--- config.mk ---
export PLATFORM = sky130hd
export DESIGN_NAME = itm_timer
export DESIGN_NICKNAME = d
export VERILOG_FILES = /design/src/core/itm_pkg.sv /design/src/core/itm_presc_if.sv /design/src/core/itm_prescaler.sv /design/src/core/itm_timer.sv
export VERILOG_INCLUDE_DIRS = /design/src /design/src/core
export SDC_FILE = /design/constraint.sdc
export NUM_CORES = 1
export LEC_CHECK = 0
export ABC_CLOCK_PERIOD_IN_PS = 4650
export BUFFER_PORTS_ARGS = -buffer_cell sky130_fd_sc_hd__buf_4
export CAP_MARGIN = 20
export CORE_ASPECT_RATIO = 0.9
export CORE_MARGIN = 8
export CORE_UTILIZATION = 54
export CTS_BUF_LIST = sky130_fd_sc_hd__clkbuf_16
export DETAILED_ROUTE_END_ITERATION = 6
export PLACE_DENSITY = 0.81
export SYNTH_ARGS = -nofsm -noshare
export SYNTH_HDL_FRONTEND = slang
export SYNTH_SLANG_ARGS = --single-unit
--- constraint.sdc ---
create_clock -name i_clk -period 4.65 [get_ports i_clk]
set_input_delay 0.93 -clock i_clk [delete_from_list [all_inputs] [get_ports i_clk]]
set_output_delay 0.93 -clock i_clk [all_outputs]
set_load 0.01 [all_outputs]
--- src/core/itm_defs.svh ---
// constants of the 16-bit interval timer
// Function
// - the block holds a 16-bit counter that runs as a free-running interval timer or event counter.
// - the counter has exactly four modes: timer, gated timer, synchronous and asynchronous counter.
// - the asynchronous counter mode counts external clock events with no synchroniser in the path.
// - with synchronisation selected the prescaled external clock is synchronised after the prescaler.
// - timer and gated timer modes count the instruction-cycle clock.
// - both counter modes count the external clock pin.
// - bit 1 of the control word selects the clock source, 1 for external and 0 for internal.
// - bit 2 of the control word selects synchronisation of the external clock.
// - bit 6 of the control word enables gated accumulation.
// - with the internal clock, gating 0 gives timer mode and 1 gated timer mode, sync is ignored.
// - with the external clock and sync 1 the block is a synchronous counter, gating is ignored.
// - with the external clock and sync 0 the block is an asynchronous counter, gating is ignored.
`ifndef ITM_DEFS_SVH
`define ITM_DEFS_SVH
`define ITM_CNT_W    16
`define ITM_CTL_W    16
`define ITM_PRE_W    8
`define ITM_CS_BIT   1
`define ITM_SYNC_BIT 2
`define ITM_GATE_BIT 6
`define ITM_CNT_RST  16'h0000
`define ITM_CNT_ONE  16'h0001
`define ITM_PRE_RST  8'h00
`define ITM_PRE_ONE  8'h01
`endif

--- src/core/itm_pkg.sv ---
// types of the 16-bit interval timer
package itm_pkg;
  typedef enum logic [1:0] {
    M_TIMER,
    M_GATED,
    M_SYNC,
    M_ASYNC
  } itm_mode_type;
endpackage

--- src/core/itm_presc_if.sv ---
// link between the timer core and its prescaler
`timescale 1ns/1ns
`include "itm_defs.svh"
interface itm_presc_if;
  logic                  tick;
  logic                  clear;
  logic [`ITM_PRE_W-1:0] ratio;
  logic                  toggle;
  modport core (output tick, output clear, output ratio, input toggle);
  modport presc (input tick, input clear, input ratio, output toggle);
endinterface

--- src/core/itm_prescaler.sv ---
// event prescaler: flips its toggle once every ratio+1 input ticks
`timescale 1ns/1ns
`include "itm_defs.svh"
module itm_prescaler (
  // clock and reset
  input  logic        i_clk,
  input  logic        i_rst_b,
  // core side
  itm_presc_if.presc  pif
);
  logic [`ITM_PRE_W-1:0] cnt_reg;
  logic [`ITM_PRE_W-1:0] cnt_next;
  logic                  tog_reg;
  logic                  tog_next;

  // a toggle, not a pulse, so a slow receiver behind a synchroniser never misses it
  always_comb begin
    cnt_next = cnt_reg;
    tog_next = tog_reg;
    if (pif.clear) begin
      cnt_next = `ITM_PRE_RST;
    end else if (pif.tick) begin
      // a ratio lowered under the running count ends the cycle at once, no 256-event stall
      if (cnt_reg >= pif.ratio) begin
        cnt_next = `ITM_PRE_RST;
        tog_next = ~tog_reg;
      end else begin
        cnt_next = cnt_reg + `ITM_PRE_ONE;
      end
    end
  end

  always_ff @(posedge i_clk or negedge i_rst_b) begin
    if (!i_rst_b) begin
      cnt_reg <= `ITM_PRE_RST;
      tog_reg <= 1'b0;
    end else begin
      cnt_reg <= cnt_next;
      tog_reg <= tog_next;
    end
  end

  assign pif.toggle = tog_reg;

  a_toggle_hold: assert property (@(posedge i_clk) disable iff (!i_rst_b)
    !pif.tick |=> $stable(tog_reg))
    else $error("prescaler toggled without an input tick");
endmodule

--- src/core/itm_timer.sv ---
// 16-bit interval timer with timer, gated, sync and async counter modes
`timescale 1ns/1ns
`include "itm_defs.svh"
module itm_timer (
  // clock and reset
  input  logic                  i_clk,
  input  logic                  i_rst_b,
  // control
  input  logic                  i_timer_on,
  input  logic [`ITM_CTL_W-1:0] i_first_timer_control,
  input  logic [`ITM_PRE_W-1:0] i_prescale_ratio,
  input  logic [`ITM_CNT_W-1:0] i_period,
  input  logic                  i_flag_clear,
  // pin
  input  logic                  i_first_timer_ext_clock_pin,
  // status
  output logic [`ITM_CNT_W-1:0] o_count,
  output logic                  o_period_flag,
  output logic [1:0]            o_mode
);
  itm_presc_if pif ();

  itm_pkg::itm_mode_type mode_reg;
  itm_pkg::itm_mode_type mode_next;
  logic                  pin_q_reg;
  logic                  sync1_reg;
  logic                  sync2_reg;
  logic                  sync3_reg;
  logic                  tog_q_reg;
  logic [`ITM_CNT_W-1:0] count_reg;
  logic [`ITM_CNT_W-1:0] count_next;
  logic                  flag_reg;
  logic                  flag_next;
  logic                  ctl_cs;
  logic                  ctl_sync;
  logic                  ctl_gate;
  logic                  pin_rise;
  logic                  async_edge;
  logic                  sync_edge;
  logic                  count_tick;
  logic                  wrap;

  assign ctl_cs   = i_first_timer_control[`ITM_CS_BIT];
  assign ctl_sync = i_first_timer_control[`ITM_SYNC_BIT];
  assign ctl_gate = i_first_timer_control[`ITM_GATE_BIT];

  // mode decode
  always_comb begin
    if (!ctl_cs) begin
      mode_next = ctl_gate ? itm_pkg::M_GATED : itm_pkg::M_TIMER;
    end else if (ctl_sync) begin
      mode_next = itm_pkg::M_SYNC;
    end else begin
      mode_next = itm_pkg::M_ASYNC;
    end
  end

  always_ff @(posedge i_clk or negedge i_rst_b) begin
    if (!i_rst_b) begin
      mode_reg <= itm_pkg::M_TIMER;
    end else begin
      mode_reg <= mode_next;
    end
  end

  // prescaler input selection
  assign pin_rise = i_first_timer_ext_clock_pin & ~pin_q_reg;

  always_comb begin
    pif.tick = 1'b0;
    if (i_timer_on) begin
      unique case (mode_reg)
        itm_pkg::M_TIMER: pif.tick = 1'b1;
        itm_pkg::M_GATED: pif.tick = i_first_timer_ext_clock_pin;
        itm_pkg::M_SYNC:  pif.tick = pin_rise;
        itm_pkg::M_ASYNC: pif.tick = pin_rise;
      endcase
    end
  end

  // a stopped timer restarts its prescaler from zero
  assign pif.clear = ~i_timer_on;
  assign pif.ratio = i_prescale_ratio;

  itm_prescaler u_presc (
    .i_clk   (i_clk),
    .i_rst_b (i_rst_b),
    .pif     (pif)
  );

  // edge and synchroniser registers; the sync path costs two cycles of latency
  always_ff @(posedge i_clk or negedge i_rst_b) begin
    if (!i_rst_b) begin
      pin_q_reg <= 1'b0;
      sync1_reg <= 1'b0;
      sync2_reg <= 1'b0;
      sync3_reg <= 1'b0;
      tog_q_reg <= 1'b0;
    end else begin
      pin_q_reg <= i_first_timer_ext_clock_pin;
      sync1_reg <= pif.toggle;
      sync2_reg <= sync1_reg;
      sync3_reg <= sync2_reg;
      tog_q_reg <= pif.toggle;
    end
  end

  assign async_edge = pif.toggle ^ tog_q_reg;
  assign sync_edge  = sync2_reg ^ sync3_reg;

  assign count_tick = i_timer_on &
                      ((mode_reg == itm_pkg::M_SYNC) ? sync_edge : async_edge);
  assign wrap       = count_tick & (count_reg == i_period);

  // counter and period flag; a new wrap beats a clear in the same cycle
  always_comb begin
    count_next = count_reg;
    if (wrap) begin
      count_next = `ITM_CNT_RST;
    end else if (count_tick) begin
      count_next = count_reg + `ITM_CNT_ONE;
    end
    flag_next = wrap | (flag_reg & ~i_flag_clear);
  end

  always_ff @(posedge i_clk or negedge i_rst_b) begin
    if (!i_rst_b) begin
      count_reg <= `ITM_CNT_RST;
      flag_reg  <= 1'b0;
    end else begin
      count_reg <= count_next;
      flag_reg  <= flag_next;
    end
  end

  assign o_count       = count_reg;
  assign o_period_flag = flag_reg;
  assign o_mode        = mode_reg;

  a_count_step: assert property (@(posedge i_clk) disable iff (!i_rst_b)
    (count_tick && count_reg != i_period) |=> count_reg == $past(count_reg) + `ITM_CNT_ONE)
    else $error("counter did not step by one");

  a_count_hold: assert property (@(posedge i_clk) disable iff (!i_rst_b)
    !count_tick |=> $stable(count_reg))
    else $error("counter moved without a count tick");

  a_wrap_zero: assert property (@(posedge i_clk) disable iff (!i_rst_b)
    (count_tick && count_reg == i_period) |=> (count_reg == `ITM_CNT_RST) && flag_reg)
    else $error("period match did not wrap and flag");

  a_flag_sticky: assert property (@(posedge i_clk) disable iff (!i_rst_b)
    (flag_reg && !i_flag_clear) |=> flag_reg)
    else $error("period flag dropped without a clear");

  a_mode_timer: assert property (@(posedge i_clk) disable iff (!i_rst_b)
    (!ctl_cs && !ctl_gate) |=> mode_reg == itm_pkg::M_TIMER)
    else $error("internal clock without gating is not timer mode");

  a_mode_gated: assert property (@(posedge i_clk) disable iff (!i_rst_b)
    (!ctl_cs && ctl_gate) |=> mode_reg == itm_pkg::M_GATED)
    else $error("internal clock with gating is not gated mode");

  a_mode_sync: assert property (@(posedge i_clk) disable iff (!i_rst_b)
    (ctl_cs && ctl_sync) |=> mode_reg == itm_pkg::M_SYNC)
    else $error("external clock with sync is not sync counter mode");

  a_mode_async: assert property (@(posedge i_clk) disable iff (!i_rst_b)
    (ctl_cs && !ctl_sync) |=> mode_reg == itm_pkg::M_ASYNC)
    else $error("external clock without sync is not async counter mode");

  a_timer_source: assert property (@(posedge i_clk) disable iff (!i_rst_b)
    (i_timer_on && mode_reg == itm_pkg::M_TIMER) |-> pif.tick)
    else $error("timer mode missed an instruction cycle");

  a_gate_low: assert property (@(posedge i_clk) disable iff (!i_rst_b)
    (mode_reg == itm_pkg::M_GATED && !i_first_timer_ext_clock_pin) |-> !pif.tick)
    else $error("gated timer counted while the gate was low");

  a_pin_source: assert property (@(posedge i_clk) disable iff (!i_rst_b)
    (i_timer_on && (mode_reg == itm_pkg::M_SYNC || mode_reg == itm_pkg::M_ASYNC))
      |-> pif.tick == pin_rise)
    else $error("counter mode not fed by the pin edge");

  a_async_direct: assert property (@(posedge i_clk) disable iff (!i_rst_b)
    (i_timer_on && mode_reg == itm_pkg::M_ASYNC && $changed(pif.toggle)) |-> count_tick)
    else $error("async counter delayed a prescaled edge");

  a_sync_latency: assert property (@(posedge i_clk) disable iff (!i_rst_b)
    (mode_reg == itm_pkg::M_SYNC && $changed(pif.toggle))
      ##2 (i_timer_on && mode_reg == itm_pkg::M_SYNC) |-> count_tick)
    else $error("sync counter edge not seen two cycles later");

  a_flag_set_wins: assert property (@(posedge i_clk) disable iff (!i_rst_b)
    (wrap && i_flag_clear) |=> flag_reg)
    else $error("period flag clear beat a wrap in the same cycle");

  a_flag_clear: assert property (@(posedge i_clk) disable iff (!i_rst_b)
    (flag_reg && i_flag_clear && !wrap) |=> !flag_reg)
    else $error("period flag survived a clear");

  a_flag_cause: assert property (@(posedge i_clk) disable iff (!i_rst_b)
    $rose(flag_reg) |-> $past(wrap))
    else $error("period flag set without a wrap");

  a_stop_hold: assert property (@(posedge i_clk) disable iff (!i_rst_b)
    !i_timer_on |=> $stable(count_reg))
    else $error("stopped timer changed its count");

  a_gate_high: assert property (@(posedge i_clk) disable iff (!i_rst_b)
    (i_timer_on && mode_reg == itm_pkg::M_GATED && i_first_timer_ext_clock_pin)
      |-> pif.tick)
    else $error("gated timer missed a cycle with the gate high");

  a_sync_quiet: assert property (@(posedge i_clk) disable iff (!i_rst_b)
    (i_timer_on && mode_reg == itm_pkg::M_SYNC && sync2_reg == sync3_reg)
      |-> !count_tick)
    else $error("sync counter counted without a synchronised edge");

  a_async_quiet: assert property (@(posedge i_clk) disable iff (!i_rst_b)
    (i_timer_on && mode_reg == itm_pkg::M_ASYNC && $stable(pif.toggle))
      |-> !count_tick)
    else $error("async counter counted without a prescaled edge");
endmodule

==> results by group <==
Outcome
  – Status: complete, no violations

Detailed routing
  – Initial DRT Pass Iterations: 4
  – Post-DR vias/cell: 5.831
  – Avg WL per Cell: 15.75 µm
  – Via Count: 1761
  – Starting DRT DRC Count: 188
  – Post-DRT Antenna Nets: 0
  – Final wirelength: 4758 µm
  – # DRC: 0

Critical path
  – Crit path required time: 4810 ps
  – Worst reg2reg setup slack: 2250 ps
  – CP Launch Type: primary input
  – CP endpoint kind: register
  – Crit Path Max Fanout: 18
  – CP Data Arrival Time: 2800 ps
  – Critical path class: in -> reg

Power and ir drop
  – P per Cell Area: 313.6 nW/µm²
  – Pint: 0.5696 mW
  – Net Switching: 0.2100 mW
  – Leak pwr: 1.206 nW
  – Peak supply drop: 0.2597 mV
  – Reg power frac: 42.6%
  – Logic gate share of total power: 19.3%
  – Total Power: 0.7796 mW
  – Sw Share: 26.94%
  – Clock network fraction of total power: 38.0%

Worst hold path
  – Worst Hold Class: reg -> reg

Finish
  – Final #Nets: 313
  – Final non-filler cell total: 302
  – Area grow syn2layout: 27.13%
  – Antenna Cells: 0
  – Fraction of layout cells with a size suffix above 1: 22.87%
  – Number of flip-flops under the largest register name: 16

Timing
  – Tmin final: 2645 ps
  – Final Setup Violations: 0
  – Hold WS: 391.6 ps
  – Max-slew violations: 0
  – Setup TNS: 0 ps
  – Fmax: 378.0 MHz
  – RSZ-0062 raised after global routing: no
  – Fin. Hold Viols: 0
  – Rel. slew slack: 36.56%
  – Worst Tran Pin Value: 949.7 ps
  – Part of the cycle the worst path needs: 56.89%
  – Clk_skew: 5.639 ps

Synthesis
  – Number of synthesized flops with an enable pin: 0
  – Synth Area per Inst: 9.493 µm²
  – Syn_nets: 261
  – Synth top area cells: dfrtp_1, xnor2_1, ha_1
  – Post-synth ARST share: 100.0%
  – Number of distinct library cells after synthesis: 35
  – Dominant synthesized flop cell: dfrtp_1
  – Post-synth top cells: dfrtp_1, o21ai_0, xnor2_1
  – Mapped cell area: 1956 µm²
  – Seq/Total Area, Yosys: 40.95%
  – Area leader, netlist: dfrtp_1
  – Synth top area share: 40.95%
  – Yosys Warn Count: 0
  – Most common cell in the netlist: dfrtp_1
  – Mapped Cells: 206
  – Synthesized flop and latch total: 32

Clocking
  – PostCTS Resize Cnt: 0
  – CTS tree: done
  – Latest clock arrival within the worst-skew pair: 270 ps
  – Total CTS buffers: 5
  – Clock Sinks: 32
  – H-tree depth: 2
  – Hold Buf Count CTS: 0
  – Root Driver: clkbuf_16
  – # Post-CTS Setup Buffers: 0
  – Clock Pin Slew Worst Setup and Hold Paths: 50 ps
  – Clock Path Buffers: 2

Floorplan
  – Row count: 20
  – DIE WIDTH: 79.44 µm
  – Core footprint: 3428 µm²
  – Die ar.: 5806 µm²
  – Initial core utilization: 57.04%
  – Die Height: 73.09 µm
  – Num ports: 64

GRT
  – Vias in the first global route: 1769
  – Largest net degree at the start of global routing: 33
  – Initial antenna violation count: 0
  – First-pass GRT wire length: 7969 µm
  – Remaining global-route overflow: 0
  – Total GRT Usage: 17.08%

Place
  – DP HPWL: 3575 µm
  – Placed instance count: 295
  – Buffers on Ports: 50
  – GPL Wtd Cong: 0.7864

Run
  – Max_cap viols: 0
[layout make-up]
cell class                 instances  area (µm²)
multi-input combinational        154        1062
inverter                          14       52.55
clock inverter                     2       7.507
tap                               44       55.05
timing repair buffer              51       382.9
clock buffer                       5       125.1
sequential                        32       800.8
fill                             277       942.2
[worst max-delay path, cell delays in order]
cell and delay, ps:
buf_4 110, xnor2_1 150, nand4_1 190, nor4_4 780, nor2_2 290, mux2_2 340
[logic make-up (layout without fill, tap and decap cells)]
group | after synthesis | in the layout | share of synthesized area, %
and+or+nand+nor | 68 | 68 | 19.71
AOI/OAI and AO/OA | 53 | 53 | 17.66
DFF | 32 | 32 | 40.95
xor gates and xnor gates | 20 | 20 | 8.957
buffers and inverters | 20 | 72 | 4.735
adders and majority gates | 10 | 10 | 6.398
muxes | 3 | 3 | 1.599
[power by group through the flow]
stage	logic (mW)	registers (mW)	clock network (mW)
2_1_floorplan	0.0813	0.335	0
3_3_place_gp	0.147	0.336	0
3_5_place_dp	0.151	0.336	0
4_1_cts	0.152	0.331	0.299
5_1_grt	0.167	0.335	0.314
6_report	0.151	0.332	0.296
[layer usage]
metal / global-route usage, % / vias to the layer above / share of wire (%)
li1: - / 849 / -
met1: 20.29 / 847 / 44
met2: 27.94 / 57 / 48
met3: 6.404 / 8 / 7.6
met4: 4.723 / 0 / 1.0
met5: 0 / - / 0
[cells in the final DEF, fill, tap and decap left out, drive strengths merged, types with 2 or more instances in the layout]
cell	count
nand4	7
nand2	10
inv	14
clkinv	2
o21ai	21
nor2b	8
mux2i	2
and3	7
a21o	2
nand2b	5
and4	2
nor3	7
a21oi	6
buf	51
a22o	14
ha	10
xnor2	17
dfrtp	32
nor2	10
a211oi	2
clkbuf	5
nor4	5
xor2	3
nand3	5
a31oi	4
[path summary, 6_finish.rpt]
check,start,endpoint,cells past startpoint
min in group asynchronous,i_rst_b,o_count[6],1
hold / removal,tog_q_reg,sync2_reg,0
max in group asynchronous,i_rst_b,u_presc.cnt_reg[3],1
hold reg to reg,tog_q_reg,sync2_reg,0
setup / recovery,i_period[1],o_count[0],6
setup reg to reg,o_count[13],o_count[0],5
[stage by stage]
| stage | setup WS [ps] | utilization (%) | cell area, µm² |
|---|---|---|---|
| finish | 2005 | 72.52 | 2486 |
| global route | 1807 | 72.52 | 2486 |
| CTS | 2017 | 72.52 | 2486 |
| detailed placement | 1712 | 68.65 | 2354 |
| global placement | 1750 | 68.65 | 2354 |
| floorplan | 2210 | - | 1956 |
No activity file was read; power rests on OpenSTA's default activity.
